$ cat src/core/ckod_pkg.sv
// Constants, types and field layout of the clock output driver configuration.
// Function
// [RQ1] Bit 7 selects 1.8 V or full swing.
// [RQ2] Software sets full swing only for CMOS formats.
// [RQ3] Bits 6:4 select driver format, reset 4.
// [RQ4] Bits 3:2 set CMOS leg polarities, reset 00.
// [RQ5] Bit 1 selects drive strength, LVDS/full-swing only.
// [RQ6] Bit 0 enables driver, resets enabled.
// [RQ7] Second register mirrors first, controls second driver.
// [RQ8] Shared source bit: divider or PLL reference.
package ckod_pkg;

    ////////////////////////////////////////////////////////////////////////
    // Register indices; the byte address is four times the index.
    localparam logic [11:0] CKOD_SRC_IDX = 12'h241;
    localparam logic [11:0] CKOD_OUT0_IDX = 12'h242;
    localparam logic [11:0] CKOD_OUT1_IDX = 12'h243;
    localparam logic [11:0] CKOD_STAT_IDX = 12'h250;
    localparam logic [31:0] CKOD_SRC_ADDR = {18'h0, CKOD_SRC_IDX, 2'b00};
    localparam logic [31:0] CKOD_OUT0_ADDR = {18'h0, CKOD_OUT0_IDX, 2'b00};
    localparam logic [31:0] CKOD_OUT1_ADDR = {18'h0, CKOD_OUT1_IDX, 2'b00};
    localparam logic [31:0] CKOD_STAT_ADDR = {18'h0, CKOD_STAT_IDX, 2'b00};

    ////////////////////////////////////////////////////////////////////////
    // Field positions and reset values.
    localparam int CKOD_SWING_BIT = 7;
    localparam int CKOD_FMT_LSB = 4;
    localparam int CKOD_POL_LSB = 2;
    localparam int CKOD_DRV_BIT = 1;
    localparam int CKOD_EN_BIT = 0;
    localparam int CKOD_SRC_BIT = 7;
    localparam logic [7:0] CKOD_CFG_RESET = 8'hc1;
    localparam logic CKOD_SRC_RESET = 1'b0;
    // Status layout: one nibble per output, source select above them.
    localparam int CKOD_STAT_STRIDE = 4;
    localparam int CKOD_STAT_ACTIVE = 0;
    localparam int CKOD_STAT_RSVD = 1;
    localparam int CKOD_STAT_SWING_IGN = 2;
    localparam int CKOD_STAT_SRC_BIT = 8;

    ////////////////////////////////////////////////////////////////////////
    // Types.
    typedef enum logic [2:0] {
        FMT_TRISTATE = 3'h0,
        FMT_HSTL = 3'h1,
        FMT_LVDS = 3'h2,
        FMT_HCSL = 3'h3,
        FMT_CMOS_BOTH = 3'h4,
        FMT_CMOS_POS = 3'h5,
        FMT_CMOS_NEG = 3'h6,
        FMT_RESERVED = 3'h7
    } ckod_fmt_e;

    typedef enum logic [1:0] {
        POL_NONINV_INV = 2'h0,
        POL_INV_INV = 2'h1,
        POL_NONINV_NONINV = 2'h2,
        POL_INV_NONINV = 2'h3
    } ckod_pol_e;

    typedef enum logic {
        SRC_SHARED_DIVIDER = 1'b0,
        SRC_PLL_REFERENCE = 1'b1
    } ckod_src_e;

    typedef struct packed {
        logic full_swing;
        ckod_fmt_e format;
        ckod_pol_e polarity;
        logic drive_low;
        logic enable;
    } ckod_cfg_s;

    // Decoded controls for one driver cell.
    typedef struct packed {
        logic power_on;
        ckod_fmt_e format;
        logic pos_on;
        logic neg_on;
        logic pos_invert;
        logic neg_invert;
        logic full_swing;
        logic cmos_low_drive;
        logic lvds_high_current;
        logic reserved_format;
        logic swing_ignored;
    } ckod_ctrl_s;

    // Decode of CKOD_CFG_RESET: enabled, CMOS both legs, full swing.
    localparam ckod_ctrl_s CKOD_CTRL_RESET = '{
        power_on: 1'b1, format: FMT_CMOS_BOTH, pos_on: 1'b1, neg_on: 1'b1,
        pos_invert: 1'b0, neg_invert: 1'b1, full_swing: 1'b1,
        cmos_low_drive: 1'b0, lvds_high_current: 1'b0,
        reserved_format: 1'b0, swing_ignored: 1'b0};

endpackage : ckod_pkg

$ cat src/core/ckod_top.sv
// AHB-Lite register bank configuring two differential clock output drivers.
//
// Local design decision: register access over AHB-Lite.
module ckod_top
    import ckod_pkg::*;
#(
    parameter int NUM_OUT = 2
) (
    // Clock and reset.
    input wire logic hclk,
    input wire logic hresetn,
    // AHB-Lite slave.
    input wire logic hsel,
    input wire logic [31:0] haddr,
    input wire logic [1:0] htrans,
    input wire logic hwrite,
    input wire logic [2:0] hsize,
    input wire logic [31:0] hwdata,
    input wire logic hready,
    output logic hreadyout,
    output logic hresp,
    output logic [31:0] hrdata,
    // Driver cell controls and shared clock source.
    output ckod_ctrl_s drv_ctrl [NUM_OUT],
    output ckod_src_e clk_source
);

    ////////////////////////////////////////////////////////////////////////
    // Address phase capture.

    logic wr_pend;
    logic [31:0] wr_addr;
    logic next_wr_pend;
    logic [31:0] next_wr_addr;
    logic addr_phase;

    always_comb begin
        addr_phase = hsel && htrans[1] && hready;
        next_wr_pend = addr_phase && hwrite;
        next_wr_addr = addr_phase ? haddr : wr_addr;
    end

    always_ff @(posedge hclk or negedge hresetn) begin
        if (!hresetn) begin
            wr_pend <= 1'b0;
            wr_addr <= 32'h0;
        end else begin
            wr_pend <= next_wr_pend;
            wr_addr <= next_wr_addr;
        end
    end

    ////////////////////////////////////////////////////////////////////////
    // Configuration registers, one per output plus the source select.

    ckod_cfg_s cfg [NUM_OUT];
    ckod_cfg_s next_cfg [NUM_OUT];
    ckod_ctrl_s dec_ctrl [NUM_OUT];
    ckod_src_e src;
    ckod_src_e next_src;
    logic [31:0] out_addr [NUM_OUT];

    genvar gi;
    generate
        for (gi = 0; gi < NUM_OUT; gi++) begin : g_out
            // Each output has its own word; only its own driver is steered.
            assign out_addr[gi] = CKOD_OUT0_ADDR + 32'(gi * 4); // RQ7

            always_comb begin
                next_cfg[gi] = cfg[gi];
                if (wr_pend && (wr_addr == out_addr[gi])) begin
                    next_cfg[gi].full_swing =
                        hwdata[CKOD_SWING_BIT]; // RQ1
                    next_cfg[gi].format = ckod_fmt_e'(
                        hwdata[CKOD_FMT_LSB +: 3]); // RQ3
                    next_cfg[gi].polarity = ckod_pol_e'(
                        hwdata[CKOD_POL_LSB +: 2]); // RQ4
                    next_cfg[gi].drive_low = hwdata[CKOD_DRV_BIT]; // RQ5
                    next_cfg[gi].enable = hwdata[CKOD_EN_BIT]; // RQ6
                end
            end

            always_ff @(posedge hclk or negedge hresetn) begin
                if (!hresetn) begin
                    cfg[gi] <= ckod_cfg_s'(CKOD_CFG_RESET); // RQ1 RQ3 RQ6
                end else begin
                    cfg[gi] <= next_cfg[gi];
                end
            end

            // Decoding the next value keeps the outputs in step with
            // the register contents.
            ckod_decode u_decode (
                .cfg(next_cfg[gi]),
                .ctrl(dec_ctrl[gi])
            );

            always_ff @(posedge hclk or negedge hresetn) begin
                if (!hresetn) begin
                    drv_ctrl[gi] <= CKOD_CTRL_RESET;
                end else begin
                    drv_ctrl[gi] <= dec_ctrl[gi]; // RQ7
                end
            end
        end
    endgenerate

    always_comb begin
        next_src = src;
        if (wr_pend && (wr_addr == CKOD_SRC_ADDR)) begin
            next_src = ckod_src_e'(hwdata[CKOD_SRC_BIT]); // RQ8
        end
    end

    always_ff @(posedge hclk or negedge hresetn) begin
        if (!hresetn) begin
            src <= ckod_src_e'(CKOD_SRC_RESET);
            clk_source <= ckod_src_e'(CKOD_SRC_RESET);
        end else begin
            src <= next_src;
            clk_source <= next_src; // RQ8
        end
    end

    ////////////////////////////////////////////////////////////////////////
    // Status word built from the decoded driver state.

    logic [31:0] status;

    always_comb begin
        status = 32'h0;
        for (int i = 0; i < NUM_OUT; i++) begin
            status[i * CKOD_STAT_STRIDE + CKOD_STAT_ACTIVE] =
                dec_ctrl[i].pos_on || dec_ctrl[i].neg_on;
            status[i * CKOD_STAT_STRIDE + CKOD_STAT_RSVD] =
                dec_ctrl[i].reserved_format;
            status[i * CKOD_STAT_STRIDE + CKOD_STAT_SWING_IGN] =
                dec_ctrl[i].swing_ignored; // RQ2
        end
        status[CKOD_STAT_SRC_BIT] = next_src;
    end

    ////////////////////////////////////////////////////////////////////////
    // Read data and response.

    logic [31:0] next_hrdata;

    // Reads use the next register values so a read that directly follows
    // a write to the same word returns the new contents.
    always_comb begin
        next_hrdata = 32'h0;
        if (addr_phase && !hwrite) begin
            for (int i = 0; i < NUM_OUT; i++) begin
                if (haddr == out_addr[i]) begin
                    next_hrdata = {24'h0, next_cfg[i]};
                end
            end
            if (haddr == CKOD_SRC_ADDR) begin
                next_hrdata[CKOD_SRC_BIT] = next_src;
            end
            if (haddr == CKOD_STAT_ADDR) begin
                next_hrdata = status;
            end
        end
    end

    always_ff @(posedge hclk or negedge hresetn) begin
        if (!hresetn) begin
            hrdata <= 32'h0;
            hreadyout <= 1'b1;
            hresp <= 1'b0;
        end else begin
            hrdata <= next_hrdata;
            hreadyout <= 1'b1;
            hresp <= 1'b0;
        end
    end

endmodule : ckod_top

$ cat src/core/ckod_decode.sv
// Field decoder that turns one configuration byte into driver cell controls.
module ckod_decode
    import ckod_pkg::*;
(
    // Configuration byte.
    input wire ckod_cfg_s cfg,
    // Driver cell controls.
    output ckod_ctrl_s ctrl
);

    logic is_cmos;
    logic is_lvds;
    logic legal;

    always_comb begin
        is_cmos = (cfg.format == FMT_CMOS_BOTH) ||
                  (cfg.format == FMT_CMOS_POS) ||
                  (cfg.format == FMT_CMOS_NEG);
        is_lvds = (cfg.format == FMT_LVDS);
        // The reserved code is driven as tristate so the pins stay quiet.
        legal = (cfg.format != FMT_RESERVED);
        ctrl = '0;
        ctrl.power_on = cfg.enable; // RQ6
        ctrl.format = legal ? cfg.format : FMT_TRISTATE; // RQ3
        ctrl.pos_on = cfg.enable && legal &&
                      (cfg.format != FMT_TRISTATE) &&
                      (cfg.format != FMT_CMOS_NEG); // RQ3
        ctrl.neg_on = cfg.enable && legal &&
                      (cfg.format != FMT_TRISTATE) &&
                      (cfg.format != FMT_CMOS_POS); // RQ3
        // Leg inversion only matters for a CMOS driver.
        ctrl.pos_invert = is_cmos && cfg.polarity[0]; // RQ4
        ctrl.neg_invert = is_cmos && !cfg.polarity[1]; // RQ4
        // Full swing is honoured only on CMOS formats.
        ctrl.full_swing = is_cmos && cfg.full_swing; // RQ1 RQ2
        ctrl.cmos_low_drive = is_cmos && cfg.full_swing &&
                              cfg.drive_low; // RQ5
        ctrl.lvds_high_current = is_lvds && cfg.drive_low; // RQ5
        ctrl.reserved_format = !legal;
        ctrl.swing_ignored = cfg.full_swing && !is_cmos;
    end

endmodule : ckod_decode

$ cat config.mk
export PLATFORM = sky130hd
export DESIGN_NAME = ckod_top
export DESIGN_NICKNAME = d
export VERILOG_FILES = /design/src/core/ckod_pkg.sv /design/src/core/ckod_top.sv /design/src/core/ckod_decode.sv
export SDC_FILE = /design/constraint.sdc
export NUM_CORES = 1
export LEC_CHECK = 0
export ABC_AREA = 1
export BUFFER_PORTS_ARGS = -buffer_cell sky130_fd_sc_hd__clkbuf_2
export CAP_MARGIN = 15
export CORE_UTILIZATION = 30
export DETAILED_ROUTE_END_ITERATION = 8
export PLACE_DENSITY = 0.51
export SKIP_CTS_REPAIR_TIMING = 1
export SLEW_MARGIN = 20
export SYNTH_ARGS = -nofsm -noshare
export SYNTH_HDL_FRONTEND = slang
export SYNTH_SLANG_ARGS = --single-unit
$ cat constraint.sdc
create_clock -name hclk -period 2.4 [get_ports hclk]
set_input_delay 0.36 -clock hclk [delete_from_list [all_inputs] [get_ports hclk]]
set_output_delay 0.36 -clock hclk [all_outputs]
set_load 0.01 [all_outputs]
==> results_dict.tcl, run 1 <==
set metrics [dict create \
    status "completed" \
    synth_cell_types 28 \
    root_buffer "clkbuf_16" \
    syn_area_per_cell_um2 8.53 \
    crit_fanout 8 \
    power.density_mw_per_mm2 690 \
    final_layout_size_suffix_gt1_frac 0.281 \
    dieArea_mm2 0.0135 \
    clk_pin_slew_ps 60 \
    antenna_found_initial 0 \
    fmax_mhz 516 \
    start_util 0.308 \
    grt_pass1_wl_mm 13.8 \
    fin_nets 619 \
    num_io_pins 135 \
    slew_headroom 0.658 \
    grt_start_max_net_pins 43 \
    worst_slew_pin_slew_ps 509 \
    critPathKind "reg2reg" \
    grt_pass1_vias 2926 \
    synth_warnings 0 \
    wl_per_cell_um 11.9 \
    drt_iter0_drc 111 \
    synth-edff-count 0 \
    synth-async-reset-ratio 1.00 \
    die_w_um 116 \
    start_kind "flip-flop" \
    grt_usage 0.138 \
    utilization 0.376 \
    postRouteAntennaNets 0 \
    power_leakage_nw 2.60 \
    synth.top_cell.area_share 0.429 \
    slew_violations 0 \
    cts_tree "done" \
    port_buffers 81 \
    rows 41 \
    ys_seq_area_frac 0.537 \
    clkLatencyLatePin_ps 340 \
    htree_levels 3 \
    synthCells 458 \
    finClkSkew_ps 6.61 \
    peakVddDrop_mv 0.377 \
    yosys_register_bits 83 \
    first_pass_iters 4 \
    maxCapViolCount 0 \
    cts_inserted_buffers 9 \
    dieHeight_um 116 \
    viasPerCell 4.19 \
    dp_hpwl_mm 6.72 \
    drc 0 \
    fillerInstances 1368 \
    multiInputGateArea_mm2 0.00143 \
    finalCritPeriodShare 0.808 \
    crit_arrival_ps 2150 \
    core_mm2 0.0127 \
    ys.flop_type "dfrtp_1" \
    min_path_type "in2async" \
    hold_viol 0 \
    routed_wl_mm 8.55 \
    syn_area_mm2 0.00391 \
    cp.required_ps 2610 \
    regToRegSetupSlack_ps 460 \
    fin_hold_ws_ps 4.75 \
    rr_startpoint "wr_addr[15]" \
    finalSetupTns_ps 0 \
    rr_endpoint "hrdata[0]" \
    area.sequential_mm2 0.00210 \
    cts.sinks 83 \
    grt.overflow.total 0 \
    globalplace.congestion 0.821 \
    rsz0062_at_grt "no" \
    synth_area_leader_cell "dfrtp_1" \
    num_vias 3022 \
    min_period_ps 1940 \
    end_kind "flip-flop" \
    synth_area_leaders "dfrtp_1 43%, dfstp_2 11%, nand2_1 10%, inv_1 5.6%, buf_4 5.2%" \
    n_antenna_cell 0 \
    area.growth.synth_to_final_pct 21.9 \
    rr_worst_depth 10 \
    cts_buffer_depth 2 \
    finalSetupViolations 0 \
]
==> metal layers <==
metal  vias to the layer above  wire length [µm]  track usage
met5                         -                 0            0
met3                        12               645       0.0451
met4                         0               133       0.0538
met2                        92              4010        0.227
met1                      1370              3750        0.168
li1                       1548                 -            -
==> logic make-up (layout without fill, tap and decap cells) <==
| kind of cell | count (synthesis) | after routing | synth area share |
|---|---|---|---|
| compound gates | 46 | 46 | 0.0669 |
| buf+inv | 97 | 165 | 0.121 |
| flops | 83 | 83 | 0.537 |
| mux | 6 | 6 | 0.0173 |
| other cells | 2 | 25 | 0.00192 |
| simple gates | 224 | 224 | 0.256 |
==> worst max-delay path, stage by stage (launching register included) <==
cell	delay (ps)
dfrtp_1	380
nor2_1	160
nand2_1	80
nor2_1	210
nand2_1	130
nor2_4	210
nand2_1	100
o21ai_2	140
nand3_1	200
nand3_1	120
a21oi_1	70
==> area by class of cell <==
type	count	share of cell area
flip-flops and latches	83	0.440
multi-input cells	301	0.300
repair buffers	87	0.0977
clock buffers	13	0.0547
inverters	63	0.0499
well taps	172	0.0452
clock inverters	2	0.0126
==> power by group <==
part / leakage (nW) / switching, mW / total (mW) / internal [mW]
registers: 0.979 / 0.0498 / 1.54 / 1.49
clock network: 0.156 / 0.509 / 1.47 / 0.962
logic: 1.46 / 0.170 / 0.274 / 0.105
==> how the worst max path moves through the flow <==
stage / from / endpoint / cells after the start
finish: wr_addr[15] / hrdata[0] / 10
global placement: wr_addr[13] / hrdata[0] / 10
CTS: wr_addr[29] / hrdata[4] / 11
floorplan: wr_addr[31] / hrdata[2] / 13
global route: wr_addr[13] / hrdata[0] / 10
detailed placement: wr_addr[29] / hrdata[4] / 11
==> registers in the layout (all words and copies together), names as in the netlist <==
name,flops
wr_pend,1
drv_ctrl,26
cfg,14
wr_addr,32
hrdata,9
src,1
==> per-stage QoR <==
step	instance area [µm²]	setup slack, ps	total power, mW	cells
after floorplan	3990	814	1.75	481
after global placement	4440	475	1.83	706
after detailed placement	4440	435	1.85	706
after CTS	4760	417	3.34	721
after global routing	4760	216	3.44	721
final	4760	461	3.29	721
==> cells in the final DEF, fill, tap and decap left out, drive strengths merged <==
cell type / instances
a21oi: 9
buf: 7
bufinv: 2
clkbuf: 93
clkinv: 1
conb: 25
dfrtp: 67
dfstp: 16
inv: 62
mux2: 6
nand2: 118
nand3: 33
nand4: 9
nor2: 58
nor3: 3
nor3b: 2
nor4: 1
o21ai: 35
o21bai: 2
==> cell usage after synthesis (all sizes together), types with 3 or more instances <==
cell type / instances
a21oi: 9
buf: 28
clkbuf: 6
dfrtp: 67
dfstp: 16
inv: 62
mux2: 6
nand2: 118
nand3: 33
nand4: 9
nor2: 58
nor3: 3
o21ai: 35
No activity file was read; power rests on OpenSTA's default activity.
==> run 2: changes to the inputs <==
==> constraint.sdc (replaced) <==
create_clock -name hclk -period 1.9 [get_ports hclk]
set_input_delay 0.285 -clock hclk [delete_from_list [all_inputs] [get_ports hclk]]
set_output_delay 0.285 -clock hclk [all_outputs]
set_load 0.01 [all_outputs]
==> run 2 against run 1 <==
- worst hold slack better by 160 ps
- non-clock buffer count grew 21
- design area is 6.7% higher
- fmax increased by 9.7%
- die area is the same
- register-to-register slack worse by 330 ps
- via count rose by 4.1%
- sequential cell count did not move
- critical endpoint is now hrdata[2]
==> results_dict.tcl, run 2 (synthesized netlist as in run 1, its figures left out) <==
set metrics [dict create \
    globalplace.congestion 0.848 \
    clkLatencyLatePin_ps 340 \
    crit_arrival_ps 2040 \
    htree_levels 3 \
    placed_area_mm2 0.00460 \
    final_cell_mix "100 x nand2_1, 80 x clkbuf_2, 67 x dfrtp_1, 57 x inv_1, 46 x nor2_1" \
    grt.overflow.total 0 \
    routed_wl_mm 8.65 \
    hold_viol 0 \
    power_leakage_nw 2.76 \
    final_layout_size_suffix_gt1_frac 0.335 \
    finClkSkew_ps 6.67 \
    slew_violations 0 \
    grt_pass1_vias 2978 \
    antenna_found_initial 0 \
    cts_buffer_depth 2 \
    power.density_mw_per_mm2 865 \
    reg.largest.list "wr_addr (32), drv_ctrl (26), cfg (14)" \
    finalCritPeriodShare 0.931 \
    clk_pin_slew_ps 60 \
    end_kind "flip-flop" \
    first_pass_iters 4 \
    cts_inserted_buffers 9 \
    grt_usage 0.136 \
    wl_per_cell_um 11.6 \
    fmax_mhz 565 \
    peakVddDrop_mv 0.490 \
    start_util 0.308 \
    power_mw 4.40 \
    viasPerCell 4.24 \
    drc 0 \
    grt_pass1_wl_mm 13.8 \
    largest_register_ff_count 32 \
    drt_iter0_drc 108 \
    root_buffer "clkbuf_16" \
    utilization 0.401 \
    start_kind "flip-flop" \
    num_io_pins 135 \
    rows 41 \
    min_path_type "in2reg" \
    cts_tree "done" \
    postRouteAntennaNets 0 \
    top_register "wr_addr" \
    area.growth.synth_to_final_pct 30.1 \
    dieArea_mm2 0.0135 \
    status "completed" \
    die_w_um 116 \
    final_area_mm2 0.00508 \
    dp_hpwl_mm 6.77 \
    fillerInstances 1345 \
    fin_nets 640 \
    port_buffers 81 \
    num_vias 3147 \
    regToRegSetupSlack_ps 130 \
    dieHeight_um 116 \
    finalSetupViolations 0 \
    n_antenna_cell 0 \
    final_common_cell "nand2_1" \
    core_mm2 0.0127 \
    critPathKind "reg2reg" \
    cp.required_ps 2170 \
    cts.sinks 83 \
    crit_fanout 4 \
    maxCapViolCount 0 \
    min_period_ps 1770 \
    grt_start_max_net_pins 40 \
]
run 2: cell count changes in the layout (fill, tap and decap cells not counted), sizes merged:
cell,delta
clkbuf,-2
dlygate4sd3,+1
buf,+20
clkinv,+1
bufinv,+2
run 2: cell type report:
| class | instances | area, µm² | share of cell area |
|---|---|---|---|
| flip-flops and latches | 83 | 2100 | 0.413 |
| inverters | 63 | 241 | 0.0475 |
| clock buffers | 11 | 233 | 0.0458 |
| multi-input cells | 301 | 1530 | 0.301 |
| clock inverters | 5 | 125 | 0.0246 |
| well taps | 172 | 215 | 0.0423 |
| repair buffers | 108 | 642 | 0.126 |
run 2: final timing paths:
check / from / endpoint / cells past startpoint
max: wr_addr[4] / hrdata[2] / 12
min: hwrite / wr_pend / 3
max reg2reg: wr_addr[4] / hrdata[2] / 12
min reg2reg: wr_addr[16] / wr_addr[16] / 2
max in group asynchronous: hresetn / drv_ctrl[8] / 3
min in group asynchronous: hresetn / cfg[12] / 2
run 2: worst max-delay path, cell delays in order, from the launching register on:
cell and delay (ps):
dfrtp_1 390, nor2_1 150, nand3_1 120, nor2_1 150, nand2_1 100, nor2_4 160
buf_4 150, nand2_1 60, o21ai_2 90, inv_2 80, nor2_2 130, nand2_1 60
nand2_1 50
run 2: power by group:
group | internal, mW | total, mW | switching (mW)
registers | 1.88 | 1.95 | 0.0666
clock network | 1.41 | 2.07 | 0.660
logic | 0.145 | 0.371 | 0.226
total | 3.44 | 4.40 | 0.952
run 2: metal layers:
metal,vias to the layer above,routed length (µm),global-route usage
met5,-,0,0
met4,0,103,0.0410
met3,8,553,0.0436
met2,96,4190,0.233
met1,1454,3810,0.164
li1,1589,-,-
run 2: per-stage QoR:
| step | TNS, ps | hold WS [ps] | cells | worst slack [ps] |
|---|---|---|---|---|
| 2_1_floorplan | 0 | -10.6 | 481 | 314 |
| 3_3_place_gp | -6.79 | 286 | 726 | -6.79 |
| 3_5_place_dp | -2.56 | 287 | 726 | -2.56 |
| 4_1_cts | -16.0 | -70.6 | 742 | -11.9 |
| 5_1_grt | -14.8 | 174 | 743 | -13.0 |
| 6_report | 0 | 162 | 743 | 131 |
==> run 3: changes to the inputs <==
--- a/config.mk
+++ b/config.mk
@@ -10,7 +10,7 @@
 export CAP_MARGIN = 15
 export CORE_UTILIZATION = 30
 export DETAILED_ROUTE_END_ITERATION = 8
-export PLACE_DENSITY = 0.51
+export PLACE_DENSITY = 0.53
 export SKIP_CTS_REPAIR_TIMING = 1
 export SLEW_MARGIN = 20
 export SYNTH_ARGS = -nofsm -noshare
==> constraint.sdc (replaced) <==
create_clock -name hclk -period 1.6 [get_ports hclk]
set_input_delay 0.24 -clock hclk [delete_from_list [all_inputs] [get_ports hclk]]
set_output_delay 0.24 -clock hclk [all_outputs]
set_load 0.01 [all_outputs]
==> run 3 against run 2 <==
- sequential share of layout area is 5.5 points lower
- the flow now finishes with violations (negative setup slack)
- design area increased by 15%
- critical path type unchanged
- cell count increased by 6.6%
==> results_dict.tcl, run 3 (synthesized netlist as in run 1, its figures left out) <==
set metrics [dict create \
    end_kind "flip-flop" \
    dieHeight_um 116 \
    finClkSkew_ps 6.76 \
    crit_fanout 4 \
    clk_pin_slew_ps 60 \
    fmax_mhz 556 \
    finalNonFillerCells 792 \
    busiest_layer "met2" \
    antenna_found_initial 0 \
    drt_iter0_drc 102 \
    area.growth.synth_to_final_pct 50.0 \
    use_met2 0.232 \
    cts_tree "done" \
    use_met1 0.172 \
    dp_hpwl_mm 6.75 \
    rr_worst_depth 14 \
    viasPerCell 4.27 \
    min_period_ps 1800 \
    rsz0062_at_grt "yes" \
    hold_viol 0 \
    maxCapViolCount 0 \
    grt_use_met3 0.0415 \
    routed_wl_mm 9.56 \
    utilization 0.462 \
    min_path_type "in2reg" \
    finalCritPeriodShare 1.12 \
    peakVddDrop_mv 0.786 \
    htree_levels 3 \
    drc 0 \
    cts_buffer_depth 2 \
    violations "negative setup slack" \
    postRouteAntennaNets 0 \
    dieArea_mm2 0.0135 \
    reg.largest.list "wr_addr (32), drv_ctrl (26), cfg (14)" \
    die_w_um 116 \
    n_antenna_cell 0 \
    core_mm2 0.0127 \
    largest_register_ff_count 32 \
    globalplace.congestion 0.815 \
    grt_pass1_wl_mm 14.2 \
    cts_inserted_buffers 9 \
    regToRegSetupSlack_ps -200 \
    crit_arrival_ps 2020 \
    finalSetupTns_ps -4400 \
    grt_usage 0.139 \
    top_register "wr_addr" \
    slew_violations 0 \
    final_common_cell "clkbuf_2" \
    wl_per_cell_um 12.1 \
    grt_start_max_net_pins 84 \
    start_kind "flip-flop" \
    layout_setup_ws_ps -198 \
    rows 41 \
    placed_cells 756 \
    status "complete, but fails checks" \
    grt_pass1_vias 3074 \
    critPathKind "reg2reg" \
    rr_endpoint "hrdata[6]" \
    cts.sinks 83 \
    num_io_pins 135 \
    fin_hold_ws_ps 110 \
    start_util 0.308 \
    fin_nets 689 \
    port_buffers 81 \
    crit_start "wr_addr[0]" \
    num_vias 3382 \
    power_leakage_nw 3.02 \
    first_pass_iters 4 \
    root_buffer "clkbuf_16" \
    final_layout_size_suffix_gt1_frac 0.497 \
    finalSetupViolations 38 \
    clkLatencyLatePin_ps 330 \
    crit_end "hrdata[6]" \
    power.density_mw_per_mm2 829 \
    final_cell_mix "80 x clkbuf_2, 75 x nand2_1, 67 x dfrtp_1, 51 x inv_1, 47 x buf_4" \
    worstHoldStart "hwrite" \
    cp.required_ps 1820 \
    power_mw 4.86 \
    grt.overflow.total 0 \
    fillerInstances 1245 \
    rr_startpoint "wr_addr[0]" \
]
-- run 3: metrics by stage --
stage / setup WS [ps] / area, µm²
after floorplan: 14.5 / 3990
after global placement: -218 / 4820
after detailed placement: -252 / 4820
after CTS: -268 / 5110
after global routing: -325 / 5860
final: -198 / 5860
-- run 3: worst min-delay path by stage --
stage | end | depth (start not counted)
CTS | drv_ctrl[16] | 2
floorplan | cfg[10] | 0
finish | wr_pend | 3
detailed placement | drv_ctrl[16] | 2
global route | wr_pend | 3
global placement | drv_ctrl[13] | 2
-- run 3: metal layers --
| metal | vias up | wire length (µm) |
|---|---|---|
| met2 | 98 | 4760 |
| li1 | 1701 | - |
| met5 | - | 0 |
| met4 | 0 | 125 |
| met3 | 13 | 534 |
| met1 | 1570 | 4140 |
-- run 3: cell type report --
| cell class | count | area [µm²] | area share |
|---|---|---|---|
| Sequential cell | 83 | 2100 | 0.358 |
| Multi-Input combinational cell | 301 | 1890 | 0.322 |
| Timing Repair Buffer | 156 | 1100 | 0.189 |
| Clock buffer | 14 | 254 | 0.0433 |
| Inverter | 63 | 249 | 0.0425 |
| Tap cell | 172 | 215 | 0.0367 |
| Clock inverter | 2 | 37.5 | 0.00641 |
| Timing Repair inverter | 1 | 16.3 | 0.00278 |
-- run 3: worst max-delay path: stages, from the launching register on --
cell     delay [ps]
dfrtp_1         400
nor2_4          140
nand2_2          70
nor2_2          100
nand2_2          70
nor2_4          210
buf_6           160
nand3_4          70
nand2_4         100
buf_6           130
nand2_8          60
inv_6            60
nor2_4           30
nand2_1          50
nand2_1          40
-- run 3: power breakdown --
part	internal, mW	total, mW	leakage [nW]	switching [mW]
clock	1.25	2.01	0.137	0.758
combinational	0.229	0.523	1.90	0.294
sequential	2.24	2.32	0.979	0.0837
total	3.72	4.86	3.02	1.14
